--- config.mk ---
export PLATFORM = sky130hd
export DESIGN_NAME = amc_top
export DESIGN_NICKNAME = d
export VERILOG_FILES = /design/src/rtl/amc_pkg.sv /design/src/rtl/amc_top.sv
export VERILOG_INCLUDE_DIRS = /design/src /design/src/rtl
export SDC_FILE = /design/constraint.sdc
export NUM_CORES = 1
export LEC_CHECK = 0
export BUFFER_PORTS_ARGS = -buffer_cell sky130_fd_sc_hd__buf_4
export CAP_MARGIN = 20
export CELL_PAD_IN_SITES_DETAIL_PLACEMENT = 1
export CELL_PAD_IN_SITES_GLOBAL_PLACEMENT = 1
export CORE_MARGIN = 10
export CORE_UTILIZATION = 40
export CTS_BUF_LIST = sky130_fd_sc_hd__clkbuf_4
export CTS_CLUSTER_DIAMETER = 60
export CTS_CLUSTER_SIZE = 8
export DETAILED_ROUTE_END_ITERATION = 7
export PLACE_DENSITY_LB_ADDON = 0.1
export SLEW_MARGIN = 5
export SYNTH_ARGS = -nofsm -noshare
export SYNTH_HDL_FRONTEND = slang
export SYNTH_SLANG_ARGS = --single-unit
--- constraint.sdc ---
create_clock -name clk_i -period 2.2 [get_ports clk_i]
set_input_delay 0.11 -clock clk_i [delete_from_list [all_inputs] [get_ports clk_i]]
set_output_delay 0.11 -clock clk_i [all_outputs]
set_load 0.02 [all_outputs]
--- src/rtl/amc_defs.svh ---
// constants for the converter mux, frame and serial port control block
`ifndef AMC_DEFS_SVH
`define AMC_DEFS_SVH
// configuration word layout, first bit shifted in lands at the top
`define AMC_CFG_W 7
`define AMC_CFG_PAIRING 6
`define AMC_CFG_SWAP 5
`define AMC_CFG_IDX_HI 4
`define AMC_CFG_IDX_LO 3
`define AMC_CFG_REMAP 2
`define AMC_CFG_RANGE 1
`define AMC_CFG_PDOWN 0
`define AMC_CFG_RST 7'h00
`define AMC_CFG_FULL 3'h7
// result width and channel constants
`define AMC_RES_W 16
`define AMC_RES_MSB 15
`define AMC_RES_RST 16'h0000
`define AMC_CH_SHARED 3'h7
// timing
`define AMC_CLK_MHZ 100
`define AMC_CLK_KHZ 100000
`define AMC_CONV_TIME_NS 3000
`define AMC_CONV_CYC ((`AMC_CONV_TIME_NS * `AMC_CLK_MHZ + 999) / 1000)
`define AMC_WAKE_TIME_MS 60
`define AMC_WAKE_CYC (`AMC_WAKE_TIME_MS * `AMC_CLK_KHZ)
// wishbone register byte offsets
`define AMC_REG_RAW 8'h00
`define AMC_REG_STAT 8'h04
`define AMC_REG_RES 8'h08
`define AMC_REG_CFG 8'h0C
`endif

--- src/rtl/amc_pkg.sv ---
// types for the converter control block
package amc_pkg;
   typedef enum logic [1:0] {
      ST_IDLE = 2'b00,
      ST_CONV = 2'b01,
      ST_NAP = 2'b10,
      ST_SLEEP = 2'b11
   } amc_state_e;
endpackage : amc_pkg

--- src/rtl/amc_top.sv ---
// converter control: mux decode, frame/convert sequencing, serial port
// Contract
// - seven bit word, fixed field order
// - differential pair chosen, swap flips polarity
// - single ended channel against ground
// - channel seven becomes shared negative input
// - rising frame edge starts a conversion
// - frame low after conversion shifts result
// - bipolar two's complement, unipolar straight binary
// - start edges ignored while converting
// - power down bit sleeps, wake needs 60ms
// - frame high after conversion enters nap
`timescale 1ns/1ps
`include "amc_defs.svh"
module amc_top
   import amc_pkg::*;
#(
   parameter int WAKE_CYC = `AMC_WAKE_CYC
)
(
   // clock and reset
   input wire logic clk_i,
   input wire logic rst_i,
   // wishbone slave
   input wire logic wb_cyc_i,
   input wire logic wb_stb_i,
   input wire logic wb_we_i,
   input wire logic [7:0] wb_adr_i,
   input wire logic [3:0] wb_sel_i,
   input wire logic [31:0] wb_dat_i,
   output logic [31:0] wb_dat_o,
   output logic wb_ack_o,
   // serial link pins
   input wire logic convert_frame_i,
   input wire logic shift_clock_i,
   input wire logic config_in_i,
   output logic result_out_o,
   output logic result_oe_o,
   // analog mux selection and power state
   output logic [2:0] mux_pos_o,
   output logic [2:0] mux_neg_o,
   output logic mux_neg_gnd_o,
   output logic converting_o,
   output logic nap_o,
   output logic sleep_o
);
   localparam logic [8:0] CONV_LAST = 9'(`AMC_CONV_CYC - 1);
   localparam logic [22:0] WAKE_LOAD = 23'(WAKE_CYC);

   amc_state_e state_ff, nxt_state;
   logic frame_m_ff, frame_s_ff, frame_d_ff;
   logic sck_m_ff, sck_s_ff, sck_d_ff;
   logic din_m_ff, din_s_ff;
   logic [`AMC_CFG_W-1:0] cfg_ff, cin_ff;
   logic [2:0] cin_cnt_ff;
   logic [8:0] conv_cnt_ff;
   logic [22:0] wake_cnt_ff;
   logic [`AMC_RES_W-1:0] raw_ff, res_ff, sr_ff;
   logic out_ff, oe_ff, sleep_ff, nap_ff, conv_ff;
   logic [2:0] pos_ff, neg_ff;
   logic gnd_ff, ack_ff;
   logic [31:0] dat_ff;

   // pins pass two flops; the first stage is read by nothing else
   always_ff @(posedge clk_i)
   begin
      frame_m_ff <= convert_frame_i;
      frame_s_ff <= frame_m_ff;
      frame_d_ff <= frame_s_ff;
      sck_m_ff <= shift_clock_i;
      sck_s_ff <= sck_m_ff;
      sck_d_ff <= sck_s_ff;
      din_m_ff <= config_in_i;
      din_s_ff <= din_m_ff;
   end

   // edge detection on synchronised copies
   wire frame_rise = frame_s_ff & ~frame_d_ff;
   wire frame_fall = ~frame_s_ff & frame_d_ff;
   wire sck_rise = sck_s_ff & ~sck_d_ff;
   wire sck_fall = ~sck_s_ff & sck_d_ff;
   wire port_state = (state_ff == ST_IDLE) || (state_ff == ST_SLEEP);
   wire port_open = port_state & ~frame_s_ff;
   wire conv_done = (state_ff == ST_CONV) && (conv_cnt_ff == CONV_LAST);
   wire word_full = (cin_cnt_ff == `AMC_CFG_FULL);
   wire apply_word = frame_rise & port_state & word_full;
   // a partial word keeps the previous setting
   wire [`AMC_CFG_W-1:0] cfg_next = apply_word ? cin_ff : cfg_ff;
   wire pd_next = cfg_next[`AMC_CFG_PDOWN];

   wire f_pairing = cfg_next[`AMC_CFG_PAIRING];
   wire f_swap = cfg_next[`AMC_CFG_SWAP];
   wire [1:0] f_pair = {cfg_next[`AMC_CFG_IDX_HI], cfg_next[`AMC_CFG_IDX_LO]};
   wire f_remap = cfg_next[`AMC_CFG_REMAP];
   // positive side is pair index twice plus swap bit
   wire [2:0] dec_pos = {f_pair, f_swap};
   wire [2:0] dec_pair = {f_pair, ~f_swap};
   // shared return only for positives 0..6; 7 falls back to ground
   wire use_shared = f_pairing & f_remap & (dec_pos != `AMC_CH_SHARED);
   wire [2:0] dec_neg = use_shared ? `AMC_CH_SHARED : dec_pair;
   wire dec_gnd = f_pairing & ~use_shared;

   // offset code to two's complement by msb flip when bipolar
   wire res_unsigned = cfg_ff[`AMC_CFG_RANGE];
   wire [`AMC_RES_W-1:0] fmt_res = res_unsigned ? raw_ff :
      {~raw_ff[`AMC_RES_MSB], raw_ff[`AMC_RES_MSB-1:0]};

   // sequencing
   always_comb
   begin
      nxt_state = state_ff;
      case (state_ff)
         ST_IDLE:
         begin
            if (frame_rise)
               nxt_state = pd_next ? ST_SLEEP : ST_CONV;
         end
         ST_CONV:
         begin
            if (conv_done)
               nxt_state = frame_s_ff ? ST_NAP : ST_IDLE;
         end
         ST_NAP:
         begin
            if (frame_fall)
               nxt_state = ST_IDLE;
         end
         ST_SLEEP:
         begin
            // a word without the bit releases sleep
            if (frame_rise && !pd_next)
               nxt_state = ST_CONV;
         end
         default:
            nxt_state = ST_IDLE;
      endcase
   end

   // state and status outputs
   always_ff @(posedge clk_i)
   begin
      if (rst_i)
      begin
         state_ff <= ST_IDLE;
         nap_ff <= 1'b0;
         sleep_ff <= 1'b0;
         conv_ff <= 1'b0;
      end
      else
      begin
         state_ff <= nxt_state;
         nap_ff <= (nxt_state == ST_NAP);
         sleep_ff <= (nxt_state == ST_SLEEP);
         conv_ff <= (nxt_state == ST_CONV);
      end
   end

   // conversion timer on the internal clock
   always_ff @(posedge clk_i)
   begin
      if (rst_i || state_ff != ST_CONV)
         conv_cnt_ff <= 9'h000;
      else
         conv_cnt_ff <= conv_cnt_ff + 9'h001;
   end

   // wake timer; conversions run meanwhile but are flagged unsettled
   always_ff @(posedge clk_i)
   begin
      if (rst_i)
         wake_cnt_ff <= 23'h000000;
      else if (state_ff == ST_SLEEP && nxt_state == ST_CONV)
         wake_cnt_ff <= WAKE_LOAD;
      else if (wake_cnt_ff != 23'h000000)
         wake_cnt_ff <= wake_cnt_ff - 23'h000001;
   end

   // word shifted in msb first on shift clock rising edges
   always_ff @(posedge clk_i)
   begin
      if (rst_i || frame_fall)
      begin
         cin_ff <= `AMC_CFG_RST;
         cin_cnt_ff <= 3'h0;
      end
      else if (port_open && sck_rise && !word_full)
      begin
         cin_ff <= {cin_ff[`AMC_CFG_W-2:0], din_s_ff};
         cin_cnt_ff <= cin_cnt_ff + 3'h1;
      end
   end

   // word and mux take effect at the next start edge
   always_ff @(posedge clk_i)
   begin
      if (rst_i)
      begin
         cfg_ff <= `AMC_CFG_RST;
         pos_ff <= 3'h0;
         neg_ff <= 3'h1;
         gnd_ff <= 1'b0;
      end
      else if (apply_word)
      begin
         cfg_ff <= cin_ff;
         pos_ff <= dec_pos;
         neg_ff <= dec_neg;
         gnd_ff <= dec_gnd;
      end
   end

   // result loaded at completion, next bit on shift clock fall
   always_ff @(posedge clk_i)
   begin
      if (rst_i)
      begin
         res_ff <= `AMC_RES_RST;
         sr_ff <= `AMC_RES_RST;
         out_ff <= 1'b0;
         oe_ff <= 1'b0;
      end
      else
      begin
         oe_ff <= (nxt_state == ST_IDLE) & ~frame_s_ff;
         if (conv_done)
         begin
            res_ff <= fmt_res;
            out_ff <= fmt_res[`AMC_RES_MSB];
            sr_ff <= {fmt_res[`AMC_RES_MSB-1:0], 1'b0};
         end
         else if (state_ff == ST_IDLE && port_open && sck_fall)
         begin
            out_ff <= sr_ff[`AMC_RES_MSB];
            sr_ff <= {sr_ff[`AMC_RES_MSB-1:0], 1'b0};
         end
      end
   end

   // wishbone decode; ack one cycle after the request
   wire wb_req = wb_cyc_i & wb_stb_i;
   wire sel_raw = (wb_adr_i == `AMC_REG_RAW);
   wire sel_stat = (wb_adr_i == `AMC_REG_STAT);
   wire sel_res = (wb_adr_i == `AMC_REG_RES);
   wire sel_cfg = (wb_adr_i == `AMC_REG_CFG);
   wire [31:0] stat_word = {20'h00000, gnd_ff, neg_ff, pos_ff,
      (wake_cnt_ff == 23'h000000), sleep_ff, nap_ff, conv_ff, ~frame_s_ff};
   wire [31:0] rd_mux = sel_raw ? {16'h0000, raw_ff} :
      sel_stat ? stat_word :
      sel_res ? {16'h0000, res_ff} :
      sel_cfg ? {21'h000000, cin_cnt_ff, 1'b0, cfg_ff} : 32'h00000000;
   wire wr_raw = wb_req & ack_ff & wb_we_i & sel_raw;

   // bus answers; unmapped reads give zero and writes are dropped
   always_ff @(posedge clk_i)
   begin
      if (rst_i)
      begin
         ack_ff <= 1'b0;
         dat_ff <= 32'h00000000;
         raw_ff <= `AMC_RES_RST;
      end
      else
      begin
         ack_ff <= wb_req & ~ack_ff;
         if (wb_req && !ack_ff)
            dat_ff <= rd_mux;
         if (wr_raw && wb_sel_i[0])
            raw_ff[7:0] <= wb_dat_i[7:0];
         if (wr_raw && wb_sel_i[1])
            raw_ff[15:8] <= wb_dat_i[15:8];
      end
   end

   assign wb_ack_o = ack_ff;
   assign wb_dat_o = dat_ff;
   assign result_out_o = out_ff;
   assign result_oe_o = oe_ff;
   assign mux_pos_o = pos_ff;
   assign mux_neg_o = neg_ff;
   assign mux_neg_gnd_o = gnd_ff;
   assign converting_o = conv_ff;
   assign nap_o = nap_ff;
   assign sleep_o = sleep_ff;
endmodule : amc_top

==> results.json <==
{
  "grt_max_degree": 50,
  "p_leak_uw": 0.00293,
  "violations": "setup timing",
  "skew_ps": 13.1,
  "dp_slack_ps": -92.4,
  "crit_fanout": 8,
  "slowest_delay_ps": 570,
  "numCtsBuffers": 17,
  "yosys-top-cells-count": "135 x dfxtp_1, 79 x nand2_1, 67 x nor2_1",
  "cpMostUsedCell": "or4_4",
  "nets": 801,
  "dieArea_um2": 19800,
  "die_w_um": 141,
  "multi_input_area_um2": 3000,
  "relSlewSlack_pct": 59.7,
  "drt-total-wl_um": 16700,
  "drv_cap": 0,
  "initial_core_util_pct": 41.4,
  "cp_data_required_time_ps": 2690,
  "synth-async-reset-ratio_pct": 0,
  "synth.area.top_cells": "dfxtp_1 47%, mux2i_1 5.7%, nand2_1 5.1%",
  "worst-setup-path-type": "reg -> reg",
  "fmax_mhz": 444,
  "avgSynthCellArea_um2": 9.21,
  "setup_slack_ps": -50.1,
  "ys_seq_elements": 135,
  "regArea_um2": 2710,
  "path_buf_inv": 0,
  "power_density_nw_per_um2": 971,
  "crit_chain": "or4_4 -> or4_4 -> or3_4 -> o211ai_1 -> a32o_1",
  "drtIter0Drc": 176,
  "period_share_pct": 102,
  "crit_arrival_ps": 2740,
  "cts_max_level": 4,
  "synth_top_cell_by_area": "dfxtp_1",
  "fillers": 1609,
  "yosysMostFrequentCell": "dfxtp_1",
  "yosysWarnings": 0,
  "critPathTopFamily": "simple AND/OR/NAND/NOR gates",
  "grt_pass1_wl_um": 26900,
  "min_period_ps": 2250,
  "synth-edff-count": 0,
  "peakVddDrop_v": 0.000939,
  "final_util_pct": 52.1,
  "cts.sinks": 135,
  "gp_congestion": 0.851,
  "ys.flop_type": "dfxtp_1",
  "area_growth_pct": 26.0,
  "core_area_um2": 14000,
  "synth_area_um2": 5810,
  "worst_skew_pair.late_latency_ps": 550,
  "end_kind": "flip-flop",
  "root_buffer": "clkbuf_4",
  "num_rows": 43,
  "synth.top_cell.area_share_pct": 46.5,
  "dp_hpwl_um": 11600,
  "setup_violations": 4,
  "wl_per_cell_um": 17.8,
  "worst_slew_pin_slew_ps": 604,
  "overflow": 0,
  "finalHoldViolCount": 0,
  "die_h_um": 141,
  "drive_above_1_share_pct": 25.2,
  "tns_ps": -114,
  "clkTransAtPathRegs_ps": 110,
  "drc": 0,
  "startpoint_type": "flip-flop",
  "vias": 4966,
  "status": "finished with violations",
  "rsz0062_at_grt": "true",
  "viasPerCell": 5.31,
  "io_pins": 97,
  "ys_types": 56,
  "synthCells": 631,
  "cts_tree": "yes",
  "synth-seq-area-share_pct": 46.5,
  "io_buffer_count": 62,
  "cts_buffer_depth": 2,
  "slowest_stage": "or4_4",
  "track_usage_pct": 16.7,
  "rrSetupSlack_ps": -50,
  "drtAntennaViolNets": 0,
  "grt_antenna_before_repair": 2,
  "total_power_uw": 7110,
  "slew_violations": 0,
  "worstHoldPathType": "in -> reg",
  "firstDrtPassIters": 4,
  "grt_pass1_vias": 5316
}
-- where the power goes --
part | switching [µW] | leakage [µW] | internal (µW)
Sequential | 156 | 0.00110 | 2630
Clock | 886 | 0.000167 | 919
Combinational | 1290 | 0.00167 | 1230
Total | 2330 | 0.00293 | 4780
-- stage by stage --
| stage | std cells | cell area [µm²] | hold WS [ps] |
|---|---|---|---|
| floorplan | 646 | 5890 | 138 |
| global placement | 878 | 6650 | 217 |
| detailed placement | 878 | 6650 | 216 |
| CTS | 932 | 7210 | 11.6 |
| global route | 935 | 7320 | 16.8 |
| finish | 935 | 7320 | 48.1 |
-- final timing paths --
check / cells after the start / start / to
worst max-delay path: 5 / wake_cnt_ff[16] / wb_dat_o[4]
worst min register to register: 0 / din_m_ff / din_s_ff
worst min-delay path: 2 / rst_i / state_ff[1]
worst max register to register: 5 / wake_cnt_ff[16] / wb_dat_o[4]
-- cells by family after synthesis --
family / after synthesis / share of synthesized area, %
compound gates: 118 / 12.5
xor+xnor: 18 / 2.71
fa+ha+maj: 9 / 1.94
buf+inv: 62 / 5.32
flops: 135 / 46.5
mux: 57 / 12.1
other cells: 1 / 0.0645
simple gates: 231 / 18.9
-- cell usage in the layout, fill, tap and decap left out, types with 4 or more instances in the layout --
master,Yosys,final
dfxtp_1,135,131
buf_4,16,103
nand2_1,79,79
nor2_1,67,66
a21oi_1,56,55
mux2i_1,33,33
dlygate4sd3_1,0,21
clkbuf_4,0,20
nor3_1,17,17
a22oi_1,16,16
conb_1,1,16
mux2_2,15,15
xor2_1,13,13
o21ai_0,13,11
nand3_1,12,11
mux4_2,9,9
inv_1,9,7
or3_1,8,7
nor2b_1,6,6
nor4_1,7,6
ha_1,9,6
a31oi_1,5,5
and2_1,5,5
a211oi_1,6,5
xnor2_1,5,5
nand2b_1,5,4
dfxtp_2,0,4
clkinv_1,0,4
bufinv_16,0,4
-- area by class of cell --
type	instances	share of cell area, %
antenna	2	0.0684
clock buffer	20	2.05
clock inverter	12	2.15
inverter	9	0.461
multi-input combinational	449	41.0
sequential	135	37.0
tap	180	3.08
timing repair buffer	128	14.2
-- routing by layer --
metal / vias up / track usage [%] / share of wire, %
li1: 2416 / - / -
met1: 2434 / 18.5 / 42
met2: 92 / 29.8 / 52
met3: 24 / 4.80 / 4.2
met4: 0 / 5.49 / 1.8
met5: - / 0 / 0
-- sequential cells by signal, indices dropped and copies added, names as in the netlist, 2 cells and up --
| register | cells |
|---|---|
| cfg_ff | 7 |
| cin_cnt_ff | 3 |
| cin_ff | 7 |
| conv_cnt_ff | 9 |
| mux_neg_o | 3 |
| mux_pos_o | 3 |
| raw_ff | 16 |
| res_ff | 16 |
| sr_ff | 15 |
| state_ff | 2 |
| wake_cnt_ff | 23 |
| wb_dat_o | 16 |
-- repair_timing --
action	CTS	global route
pin swaps	2	4
resized for setup	8	23
hold buffers	21	0
hold endpoints to repair	20	0
cloned	0	1
endpoints found under the setup margin	18	23
setup buffers	1	0
Power figures use the tool's default switching activity.
